--- config.mk ---
export PLATFORM = sky130hd
export DESIGN_NAME = wsq_write_block_victim_sequencer
export DESIGN_NICKNAME = d
export VERILOG_FILES = /design/src/design/wsq_pkg.sv /design/src/design/wsq_write_block_victim_sequencer.sv
export SDC_FILE = /design/constraint.sdc
export NUM_CORES = 1
export LEC_CHECK = 0
export BUFFER_PORTS_ARGS = -buffer_cell sky130_fd_sc_hd__buf_2
export CORE_UTILIZATION = 39
export DETAILED_ROUTE_END_ITERATION = 10
export PLACE_DENSITY = 0.76
export REMOVE_ABC_BUFFERS = 1
export SYNTH_ARGS = -nofsm -noshare
export SYNTH_HDL_FRONTEND = slang
export SYNTH_SLANG_ARGS = --single-unit
--- constraint.sdc ---
create_clock -name clk_i -period 1.53 [get_ports clk_i]
set_input_delay 0.306 -clock clk_i [delete_from_list [all_inputs] [get_ports clk_i]]
set_output_delay 0.306 -clock clk_i [all_outputs]
set_load 0.05 [all_outputs]
--- src/design/wsq_pkg.sv ---
// How it works
// - write-block request in cycle 1 raises tag output enable and processor data enable
// - cycle 2 decodes address bit 33 clear as cacheable memory space
// - cycle 2 raises system data output enable to hold processor enable
// - cycle 2 raises tag output enable enable so tag bus never floats
// - cycle 2 raises write-data select to ask for second octaword
// - cycle 3 drops early enable, system data enable and write-data select
// - victim found by cycle 2 tag read is processed before the fill
// - cycle 4 raises cache data output enable on the phase-one fall edge
// - cycle 5 latches first victim octaword and raises cache address bit 4
// - cycle 6 drops tag and data output enable enables after second victim
// - cycle 7 drives valid/dirty tag and raises data and tag write enables
// - cycle 8 drives fill data; partial writes merge a memory line first
// - cycle 8 raises processor data cache invalidate request
// - second fill octaword moves address bit 4 on the phase-two rise edge
// - cycle 9 writes second fill octaword, then address bit 4 drops
// - cycle 10 acknowledges the cycle and returns cache controls to default
// - cycle 11 ends it; a new request is accepted at once
// - sequence only for cacheable, victim, allocate enabled; else handed off
package wsq_pkg;
   localparam int          CLK_PERIOD_NS  = 25;
   localparam int          SEQ_CYCLES     = 12;
   // processor cycle request and acknowledge encodings
   localparam logic [2:0]  REQ_WRITE_BLK  = 3'h6;
   localparam logic [2:0]  ACK_IDLE       = 3'h0;
   localparam logic [2:0]  ACK_OK         = 3'h1;
   // cacheable memory space when this address bit is clear
   localparam int          IO_SPACE_BIT   = 33;
   // tag state field: {valid, dirty}
   localparam logic [1:0]  TAG_VALID_DIRTY = 2'h3;
   localparam logic [1:0]  TAG_NONE        = 2'h0;
   // wishbone register byte offsets
   localparam logic [7:0]  CTRL_OFFSET    = 8'h00;
   localparam logic [7:0]  STATUS_OFFSET  = 8'h04;
   localparam logic [7:0]  COUNT_OFFSET   = 8'h08;
   // control fields and reset
   localparam int          CTRL_ALLOC_BIT = 0;
   localparam int          CTRL_CACHE_BIT = 1;
   localparam logic [1:0]  CTRL_RESET     = 2'h3;
   // status fields
   localparam int          STAT_CYCLE_LSB = 0;
   localparam int          STAT_HOLD_BIT  = 4;
   localparam int          STAT_MERGE_BIT = 5;

   typedef enum logic [3:0] {
      ST_IDLE, ST_C1, ST_C2, ST_C3, ST_C4, ST_C5, ST_C6,
      ST_C7, ST_C8, ST_C9, ST_C10, ST_C11
   } wsq_state_type;
endpackage

--- src/design/wsq_write_block_victim_sequencer.sv ---
`timescale 1ns/1ps
module wsq_write_block_victim_sequencer (
   // clock and reset
   input  wire logic         clk_i,
   input  wire logic         rst_i,
   // wishbone slave
   input  wire logic         wb_cyc_i,
   input  wire logic         wb_stb_i,
   input  wire logic         wb_we_i,
   input  wire logic [7:0]   wb_adr_i,
   input  wire logic [3:0]   wb_sel_i,
   input  wire logic [31:0]  wb_dat_i,
   output logic [31:0]       wb_dat_o,
   output logic              wb_ack_o,
   // processor side
   input  wire logic [2:0]   proc_cycle_request_i,
   input  wire logic [33:5]  system_address_i,
   input  wire logic         full_line_write_i,
   output logic              early_output_enable_o,
   output logic              cache_tag_output_enable_o,
   output logic              proc_data_output_enable_n_o,
   output logic              system_data_output_enable_o,
   output logic              proc_write_data_select_o,
   output logic              proc_dcache_invalidate_request_o,
   output logic [2:0]        proc_cycle_acknowledge_o,
   // cache sram side
   input  wire logic         tag_victim_i,
   output logic              tag_output_enable_enable_o,
   output logic              cache_data_output_enable_enable_o,
   output logic              data_oe_phase_one_fall_o,
   output logic              cache_data_address4_o,
   output logic              address4_phase_two_rise_o,
   output logic              cache_data_write_enable_enable_o,
   output logic              cache_tag_write_enable_o,
   output logic [1:0]        tag_state_o,
   output logic              tag_state_drive_o,
   // data path companion
   input  wire logic         merge_done_i,
   input  wire logic         victim_written_back_i,
   output logic              latch_write_data_o,
   output logic              latch_victim_o,
   output logic              drive_fill_o,
   output logic              fill_merge_o,
   output logic              victim_hold_o,
   output logic              other_sequence_o
);

   wsq_pkg::wsq_state_type state_r;
   wsq_pkg::wsq_state_type state_nxt;
   logic [1:0]  ctrl_r;
   logic [15:0] count_r;
   logic        merge_r;

   // request and decode
   wire req_wb    = proc_cycle_request_i == wsq_pkg::REQ_WRITE_BLK;
   wire cacheable = !system_address_i[wsq_pkg::IO_SPACE_BIT]
                    && ctrl_r[wsq_pkg::CTRL_CACHE_BIT];
   wire this_case = cacheable && tag_victim_i
                    && ctrl_r[wsq_pkg::CTRL_ALLOC_BIT];
   wire at_idle   = state_r == wsq_pkg::ST_IDLE
                    || state_r == wsq_pkg::ST_C11;
   wire fill_wait = !full_line_write_i && !merge_done_i;

   always_comb begin
      state_nxt = state_r;
      case (state_r)
         wsq_pkg::ST_IDLE, wsq_pkg::ST_C11: begin
            state_nxt = req_wb ? wsq_pkg::ST_C1 : wsq_pkg::ST_IDLE;
         end
         wsq_pkg::ST_C1:  state_nxt = wsq_pkg::ST_C2;
         wsq_pkg::ST_C2: begin
            state_nxt = this_case ? wsq_pkg::ST_C3 : wsq_pkg::ST_IDLE;
         end
         wsq_pkg::ST_C3:  state_nxt = wsq_pkg::ST_C4;
         wsq_pkg::ST_C4:  state_nxt = wsq_pkg::ST_C5;
         wsq_pkg::ST_C5:  state_nxt = wsq_pkg::ST_C6;
         wsq_pkg::ST_C6:  state_nxt = wsq_pkg::ST_C7;
         wsq_pkg::ST_C7:  state_nxt = wsq_pkg::ST_C8;
         wsq_pkg::ST_C8: begin
            state_nxt = fill_wait ? wsq_pkg::ST_C8 : wsq_pkg::ST_C9;
         end
         wsq_pkg::ST_C9:  state_nxt = wsq_pkg::ST_C10;
         wsq_pkg::ST_C10: state_nxt = wsq_pkg::ST_C11;
         default:         state_nxt = wsq_pkg::ST_IDLE;
      endcase
   end

   // output decode from the next state so every output is a flop
   wire n_c1  = state_nxt == wsq_pkg::ST_C1;
   wire n_c2  = state_nxt == wsq_pkg::ST_C2;
   wire n_c3  = state_nxt == wsq_pkg::ST_C3;
   wire n_c4  = state_nxt == wsq_pkg::ST_C4;
   wire n_c5  = state_nxt == wsq_pkg::ST_C5;
   wire n_c6  = state_nxt == wsq_pkg::ST_C6;
   wire n_c7  = state_nxt == wsq_pkg::ST_C7;
   wire n_c8  = state_nxt == wsq_pkg::ST_C8;
   wire n_c9  = state_nxt == wsq_pkg::ST_C9;
   wire n_c10 = state_nxt == wsq_pkg::ST_C10;
   wire n_vic = n_c3 || n_c4 || n_c5 || n_c6 || n_c7 || n_c8 || n_c9;

   wire early_nxt  = !n_vic;
   wire tag_oe_nxt = n_c1 || n_c2 || n_c3 || n_c4 || n_c5;
   wire pdoe_nxt   = n_c1 || n_c2;
   wire tag_en_nxt = n_c2 || n_c3 || n_c4 || n_c5;
   wire doe_en_nxt = n_c4 || n_c5;
   wire a4_nxt     = n_c5 || n_c6 || n_c8 || n_c9;
   wire dwe_nxt    = n_c7 || n_c8 || n_c9;
   wire fill_nxt   = n_c8 || n_c9;
   // merge flag is being captured on the edge that enters cycle 8
   wire merge_now  = state_r == wsq_pkg::ST_C7 ? !full_line_write_i
                                               : merge_r;
   wire merge_nxt  = fill_nxt && merge_now;
   wire other_nxt  = state_r == wsq_pkg::ST_C2 && !this_case;
   wire hold_set   = state_r == wsq_pkg::ST_C6;
   wire [1:0] tag_nxt = n_c7 ? wsq_pkg::TAG_VALID_DIRTY : wsq_pkg::TAG_NONE;
   wire [2:0] ack_nxt = n_c10 ? wsq_pkg::ACK_OK : wsq_pkg::ACK_IDLE;

   always_ff @(posedge clk_i) begin
      if (rst_i) begin
         state_r <= wsq_pkg::ST_IDLE;
      end else begin
         state_r <= state_nxt;
      end
   end

   always_ff @(posedge clk_i) begin
      if (rst_i) begin
         early_output_enable_o       <= 1'b1;
         cache_tag_output_enable_o   <= 1'b0;
         proc_data_output_enable_n_o <= 1'b1;
         system_data_output_enable_o <= 1'b0;
         proc_write_data_select_o    <= 1'b0;
         tag_output_enable_enable_o  <= 1'b0;
      end else begin
         early_output_enable_o       <= early_nxt;
         cache_tag_output_enable_o   <= tag_oe_nxt;
         proc_data_output_enable_n_o <= !pdoe_nxt;
         system_data_output_enable_o <= n_c2;
         proc_write_data_select_o    <= n_c2;
         tag_output_enable_enable_o  <= tag_en_nxt;
      end
   end

   always_ff @(posedge clk_i) begin
      if (rst_i) begin
         cache_data_output_enable_enable_o <= 1'b0;
         data_oe_phase_one_fall_o          <= 1'b0;
         cache_data_address4_o             <= 1'b0;
         address4_phase_two_rise_o         <= 1'b0;
         cache_data_write_enable_enable_o  <= 1'b0;
         cache_tag_write_enable_o          <= 1'b0;
      end else begin
         cache_data_output_enable_enable_o <= doe_en_nxt;
         data_oe_phase_one_fall_o          <= n_c4;
         cache_data_address4_o             <= a4_nxt;
         address4_phase_two_rise_o         <= fill_nxt;
         cache_data_write_enable_enable_o  <= dwe_nxt;
         cache_tag_write_enable_o          <= n_c7;
      end
   end

   always_ff @(posedge clk_i) begin
      if (rst_i) begin
         tag_state_o                      <= wsq_pkg::TAG_NONE;
         tag_state_drive_o                <= 1'b0;
         proc_dcache_invalidate_request_o <= 1'b0;
         proc_cycle_acknowledge_o         <= wsq_pkg::ACK_IDLE;
         latch_write_data_o               <= 1'b0;
         latch_victim_o                   <= 1'b0;
      end else begin
         tag_state_o                      <= tag_nxt;
         tag_state_drive_o                <= n_c7;
         proc_dcache_invalidate_request_o <= n_c8;
         proc_cycle_acknowledge_o         <= ack_nxt;
         latch_write_data_o               <= n_c2 || n_c3;
         latch_victim_o                   <= n_c5 || n_c6;
      end
   end

   always_ff @(posedge clk_i) begin
      if (rst_i) begin
         drive_fill_o     <= 1'b0;
         fill_merge_o     <= 1'b0;
         other_sequence_o <= 1'b0;
         merge_r          <= 1'b0;
      end else begin
         drive_fill_o     <= fill_nxt;
         fill_merge_o     <= merge_nxt;
         other_sequence_o <= other_nxt;
         if (state_r == wsq_pkg::ST_C7) begin
            merge_r <= !full_line_write_i;
         end
      end
   end

   // victim hold: set wins over the writeback clear
   always_ff @(posedge clk_i) begin
      if (rst_i) begin
         victim_hold_o <= 1'b0;
      end else if (hold_set) begin
         victim_hold_o <= 1'b1;
      end else if (victim_written_back_i) begin
         victim_hold_o <= 1'b0;
      end
   end

   // wishbone slave, one wait state
   wire        wb_req   = wb_cyc_i && wb_stb_i && !wb_ack_o;
   wire        sel_ctrl = wb_adr_i == wsq_pkg::CTRL_OFFSET;
   wire        sel_stat = wb_adr_i == wsq_pkg::STATUS_OFFSET;
   wire        sel_cnt  = wb_adr_i == wsq_pkg::COUNT_OFFSET;
   wire        ctrl_wr  = wb_req && wb_we_i && sel_ctrl && wb_sel_i[0];
   wire [31:0] stat_val = {26'h0, merge_r, victim_hold_o,
                           4'(state_r)};
   wire [31:0] rd_val   = sel_ctrl ? {30'h0, ctrl_r}
                        : sel_stat ? stat_val
                        : sel_cnt  ? {16'h0, count_r}
                        : 32'h0;
   wire        seq_done = state_r == wsq_pkg::ST_C10;

   always_ff @(posedge clk_i) begin
      if (rst_i) begin
         wb_ack_o <= 1'b0;
         wb_dat_o <= 32'h0;
         ctrl_r   <= wsq_pkg::CTRL_RESET;
         count_r  <= 16'h0;
      end else begin
         wb_ack_o <= wb_req;
         wb_dat_o <= wb_req ? rd_val : 32'h0;
         if (ctrl_wr) begin
            ctrl_r <= wb_dat_i[1:0];
         end
         if (seq_done) begin
            count_r <= count_r + 16'h1;
         end
      end
   end
endmodule // wsq_write_block_victim_sequencer

==> results of run 1 <==
-- final timing paths --
check                           slack [ps]                   endpoint  depth (start not counted)        start
worst max-delay path                   -90  cache_tag_output_enable_o                          7   state_r[2]
worst min-delay path                   250                   wb_ack_o                          3     wb_cyc_i
worst max register to register         -90  cache_tag_output_enable_o                          7   state_r[2]
worst min register to register         490               wb_dat_o[15]                          1  count_r[15]
-- cells in the mapped netlist, types with 8 or more instances --
cell type and n:
nor3_1 10, o21ai_0 9, xnor2_1 9, buf_4 24, a21oi_1 15, and2_1 12, nand3_1 8, nor2b_1 10
nand2_1 15, dfxtp_1 58, nor2_1 34
-- state kept, by name (all words and copies together), names as in the netlist, 2 cells and up --
signal and flops:
wb_dat_o 16, state_r 4, ctrl_r 2, count_r 16
-- metal layers --
layer	GRT usage	vias up	share of wire
li1	-	1067	-
met1	0.204	1005	0.40
met2	0.331	83	0.52
met3	0.0438	17	0.052
met4	0.116	0	0.030
met5	0	-	0
-- worst max-delay path, stage by stage (launching register included) --
cell      delay [ps]
dfxtp_4          410
buf_6            130
nor2b_4          150
a21oi_2           50
o211ai_2         310
buf_6            170
mux2i_4          230
nand2_1           70
-- timing repair --
action                                  4_1_cts  5_1_grt
gates resized for setup                      25       20
buffers inserted                              6        4
endpoints found under the hold margin         0        0
endpoints found under the setup margin       17       21
pin swaps                                     6        6
gates cloned                                  1        0
-- logic make-up (layout without fill, tap and decap cells) --
logic type | Yosys count | after routing | synth area share
flops | 58 | 58 | 0.479
fa+ha+maj | 1 | 1 | 0.00516
xor+xnor | 15 | 15 | 0.0542
buf+inv | 39 | 128 | 0.0981
simple gates | 115 | 116 | 0.258
other cells | 1 | 18 | 0.00155
compound gates | 35 | 35 | 0.0873
mux | 4 | 4 | 0.0165
-- cell type report --
class	count	area share
inverter	7	0.00774
clock inverter	3	0.0118
multi-input combinational	189	0.370
sequential	58	0.344
tap	75	0.0277
timing repair buffer	106	0.196
clock buffer	12	0.0428
-- power breakdown --
group	total [mW]	leakage (nW)	switching (mW)	internal [mW]
sequential	1.52	0.469	0.00328	1.51
clock	1.38	0.0962	0.596	0.783
combinational	0.256	1.00	0.184	0.0723
==> flow_summary.toml, run 1 <==
[power]
power_per_cell_area_mw_per_mm2 = 929
power.ir.vdd_worst_uv = 505
p_leak_nw = 1.57
power_mw = 3.15

[clock_network]
cts_clock_pin_slew_for_the_worst_setup_and_hold_paths_ps = 70
clk_path_buf_depth = 2
cts.hold.buffers_added = 0
clock_tree.htree_level_count = 3
cts-buffers-inserted = 9
cts_num_sinks = 58
clock_insertion_delay_worst_skew_ps = 340
tritoncts = "done"
root_buffer = "clkbuf_8"

[finish]
nFillCells = 544
stdcell_count = 450
final_cell_mix = "63 x buf_2, 55 x dfxtp_1, 36 x buf_4, 34 x nor2_1, 18 x conb_1"
number_of_inserted_diodes = 0
layout_commonest_cell = "buf_2"
postLayoutCellArea_mm2 = 0.00339
finish.utilization = 0.570
share_of_post_route_cells_with_drive_strength_above_1 = 0.400
storage_cell_area_mm2 = 0.00117
nNetsFinal = 457
area_growth_syn_to_layout_pct = 40.0
multi_input_comb_area_mm2 = 0.00126

[sta]
min_period_over_period = 1.06
post-route-min-period_ps = 1620
timing_max_transition_violations_final = 0
min_hold_slack_ps = 254
rsz0062_at_grt = "true"
clock.fmax_mhz = 616
finalHoldViolCount = 0
setup_slack_ps = -94.5
timing.setup.tns_ps = -312
clock_skew_ps = 4.28
finalSetupViolCount = 6

[detailed_routing]
routed-via-count = 2172
detailedRoute.firstPassIterationCount = 4
first_iter_violations = 156
drtAntennaViolNets = 0
avgViaCountPerCell = 4.83
remaining_drc_errors = 0
avgRoutedWirePerCell_um = 13.3
postRouteWirelength_um = 6000

[status]
status = "complete, but fails checks"
violations = "setup timing"

[floorplan]
floorplan.core_area_mm2 = 0.00596
die_area_mm2 = 0.00653
dieHeight_um = 80.8
x_dimension_of_the_die_um = 80.8
rows = 28
io_pins = 143
initial_core_utilization = 0.407

[critical_path]
worstSetupEndpointType = "flip-flop"
worst_setup_path_start_kind = "flip-flop"
path_class = "reg -> reg"
timing.critical_path.fanout_max = 5
critPathArrivalTime_ps = 1850
critPathRequiredTime_ps = 1760

[synthesis]
asyncSetResetFlopFracSynth = 0
yosysSeqAreaShare = 0.479
post_synthesis_cell_area_mm2 = 0.00242
number_of_standard_cells_after_synthesis = 268
synth_top_cells_by_area = "dfxtp_1 48%, buf_4 7.4%, nor2_1 5.3%, xnor2_1 3.3%, a21oi_1 3.1%"
yosysWarnings = 0
synth_top_area_share = 0.479
synth_largest_area_cell = "dfxtp_1"
synth-seq-cells = 58
number_of_flops_mapped_to_enable_cells_by_yosys = 0
synth_area_per_cell_um2 = 9.04
yosysUniqueCellTypes = 39
ys_dominant_reg_cell = "dfxtp_1"

[global_routing]
grt_usage = 0.188
antenna_found_initial = 0
global_route.overflow_total = 0
grt_start_max_net_pins = 12
grt_pass1_wl_um = 9150
first_global_vias = 2089

[place]
dpl_cell_area_mm2 = 0.00294
dpl_wire_length_um = 3900
numPlacedInstances = 425
gp_weighted_congestion = 0.806
dpl_worst_slack_ps = -171
io_buffers = 63

[hold_path]
timing.hold.worst.class = "in -> reg"

[run]
drv.max_cap_violation_count = 0
Power figures use the tool's default switching activity.
==> inputs of run 2 (changes only) <==
BUFFER_PORTS_ARGS = not set   (was -buffer_cell sky130_fd_sc_hd__buf_2)
DONT_BUFFER_PORTS = 1   (was not set)
PLACE_DENSITY = not set   (was 0.76)
==> run 2 against run 1 <==
  * The flow still finishes with violations (setup timing)
  * Highest routed layer unchanged
  * Cell area decreased by 9.6%
  * Worst setup slack improved by 67 ps
  * Combinational power down 32%
  * Global-route usage is 2.8 points lower
  * Critical endpoint is now proc_data_output_enable_n_o
  * Wire length down 21%
  * Count of clock-buffer cells in the layout shrank 2
  * Largest power group is now clock
==> flow_summary.toml, run 2 (synthesis results as in run 1) <==
[status]
status = "complete, but fails checks"
violations = "setup timing"

[detailed_routing]
avgViaCountPerCell = 4.83
drtAntennaViolNets = 0
postRouteWirelength_um = 4750
avgRoutedWirePerCell_um = 12.3
detailedRoute.firstPassIterationCount = 4
remaining_drc_errors = 0
routed-via-count = 1859
first_iter_violations = 91

[clock_network]
clock_tree.htree_level_count = 3
clock_insertion_delay_worst_skew_ps = 340
cts.hold.buffers_added = 0
clk_path_buf_depth = 2
cts-buffers-inserted = 9
cts_num_sinks = 58
tritoncts = "done"
root_buffer = "clkbuf_8"
cts_clock_pin_slew_for_the_worst_setup_and_hold_paths_ps = 70

[power]
power.ir.vdd_worst_uv = 864
power.share.combinational = 0.053
power_per_cell_area_mw_per_mm2 = 1070
sequential_power_share = 0.464
p_leak_nw = 1.27
clkPwrFrac = 0.483
power.share.switching = 0.236
net-switching-power_uw = 778
power_mw = 3.29
p_int_mw = 2.51

[finish]
storage_cell_area_mm2 = 0.00117
top_regs = "count_r (16), wb_dat_o (16), state_r (4)"
layout_commonest_cell = "dfxtp_1"
nFillCells = 568
final_cell_mix = "54 x dfxtp_1, 37 x buf_4, 34 x nor2_1, 18 x conb_1, 15 x nand2_1"
multi_input_comb_area_mm2 = 0.00122
postLayoutCellArea_mm2 = 0.00307
stdcell_count = 385
share_of_post_route_cells_with_drive_strength_above_1 = 0.274
nNetsFinal = 391
area_growth_syn_to_layout_pct = 26.6
number_of_inserted_diodes = 0

[sta]
timing_max_transition_violations_final = 0
clock.fmax_mhz = 642
min_period_over_period = 1.02
min_hold_slack_ps = 21.8
clock_skew_ps = 6.68
finalHoldViolCount = 0
rsz0062_at_grt = "true"
setup_slack_ps = -27.5
finalSetupViolCount = 6
post-route-min-period_ps = 1560

[critical_path]
worstPathCellList = "buf_4 -> or2_4 -> o311ai_4 -> nor3b_2 -> mux2i_2"
ff2ff_setup_slack_ps = -30
critPathArrivalTime_ps = 1780
timing.critical_path.slowest_cell_delay_ps = 370
path_class = "reg -> reg"
rr_endpoint = "proc_data_output_enable_n_o"
critical_path.n_buffers_inverters = 1
timing.critical_path.fanout_max = 6
crit_path_top_delay_cell = "dfxtp_4"
critPathRequiredTime_ps = 1750
worst_setup_path_start_kind = "flip-flop"
critical_path.reg2reg.startpoint = "state_r[2]"
worstSetupEndpointType = "flip-flop"
timing.critical_path.max_delay_family = "simple AND/OR/NAND/NOR gates"
ff2ff_path_depth = 5

[hold_path]
holdPathEnd = "count_r[10]"
timing.hold.worst.class = "in -> reg"
hp-start = "rst_i"
hold-path-cell-count = 1

[global_routing]
global_route.overflow_total = 0
grt_usage = 0.161
grt_start_max_net_pins = 34
first_global_vias = 1718
antenna_found_initial = 0
grt_pass1_wl_um = 7820

[place]
gp_weighted_congestion = 0.782
dpl_wire_length_um = 3370
io_buffers = 0
numPlacedInstances = 365
dpl_cell_area_mm2 = 0.00266

[floorplan]
dieHeight_um = 80.8
io_pins = 143
rows = 28
die_area_mm2 = 0.00653
initial_core_utilization = 0.407
x_dimension_of_the_die_um = 80.8
floorplan.core_area_mm2 = 0.00596

[run]
drv.max_cap_violation_count = 0
[run 2: repair_timing]
| item | CTS | global route |
|---|---|---|
| gates resized for setup | 18 | 15 |
| hold endpoints to repair | 0 | 0 |
| setup endpoints to repair | 16 | 20 |
| buffers inserted | 3 | 1 |
| pin swaps | 5 | 9 |
[run 2: worst max-delay path by stage]
stage               start                          end  slack, ps  cells after the start
2_1_floorplan  state_r[1]                  count_r[10]       -720                      4
3_3_place_gp   state_r[3]                  count_r[15]       -130                      6
3_5_place_dp   state_r[3]                  count_r[13]       -150                      6
4_1_cts        state_r[2]                  count_r[15]        -20                      6
5_1_grt        state_r[2]                  count_r[15]       -160                      6
6_report       state_r[2]  proc_data_output_enable_n_o        -30                      5
[run 2: power by group through the flow]
| stage | clock (mW) | combinational, mW | sequential, mW |
|---|---|---|---|
| after floorplan | 0 | 0.131 | 1.57 |
| after global placement | 0 | 0.159 | 1.56 |
| after detailed placement | 0 | 0.161 | 1.56 |
| after CTS | 1.62 | 0.168 | 1.53 |
| after global routing | 1.67 | 0.183 | 1.53 |
| final | 1.59 | 0.173 | 1.53 |
[run 2: cell type report]
| class | count | area share |
|---|---|---|
| multi-input cells | 188 | 0.398 |
| flip-flops and latches | 58 | 0.381 |
| repair buffers | 41 | 0.108 |
| clock buffers | 10 | 0.0449 |
| well taps | 75 | 0.0306 |
| clock inverters | 6 | 0.0290 |
| inverters | 7 | 0.00856 |
[run 2: per-layer routing]
metal,wire [um],GRT usage
met1,2050,0.189
met2,2270,0.252
met3,358,0.0640
met4,72,0.0804
met5,0,0
[run 2: worst register-to-register path: cells and delay by family (launching register included)]
family | cells | cell delay (ps)
AOI/OAI and AO/OA | 1 | 350
DFF | 1 | 370
muxes | 1 | 100
buffers and inverters | 1 | 140
and+or+nand+nor | 2 | 490
[run 2: through the flow]
stage | setup slack, ps | util | setup TNS (ps)
2_1_floorplan | -718 | - | -10730
3_3_place_gp | -135 | 0.447 | -1840
3_5_place_dp | -155 | 0.447 | -2200
4_1_cts | -15.6 | 0.502 | -27.7
5_1_grt | -157 | 0.515 | -878
6_report | -27.5 | 0.515 | -87.3
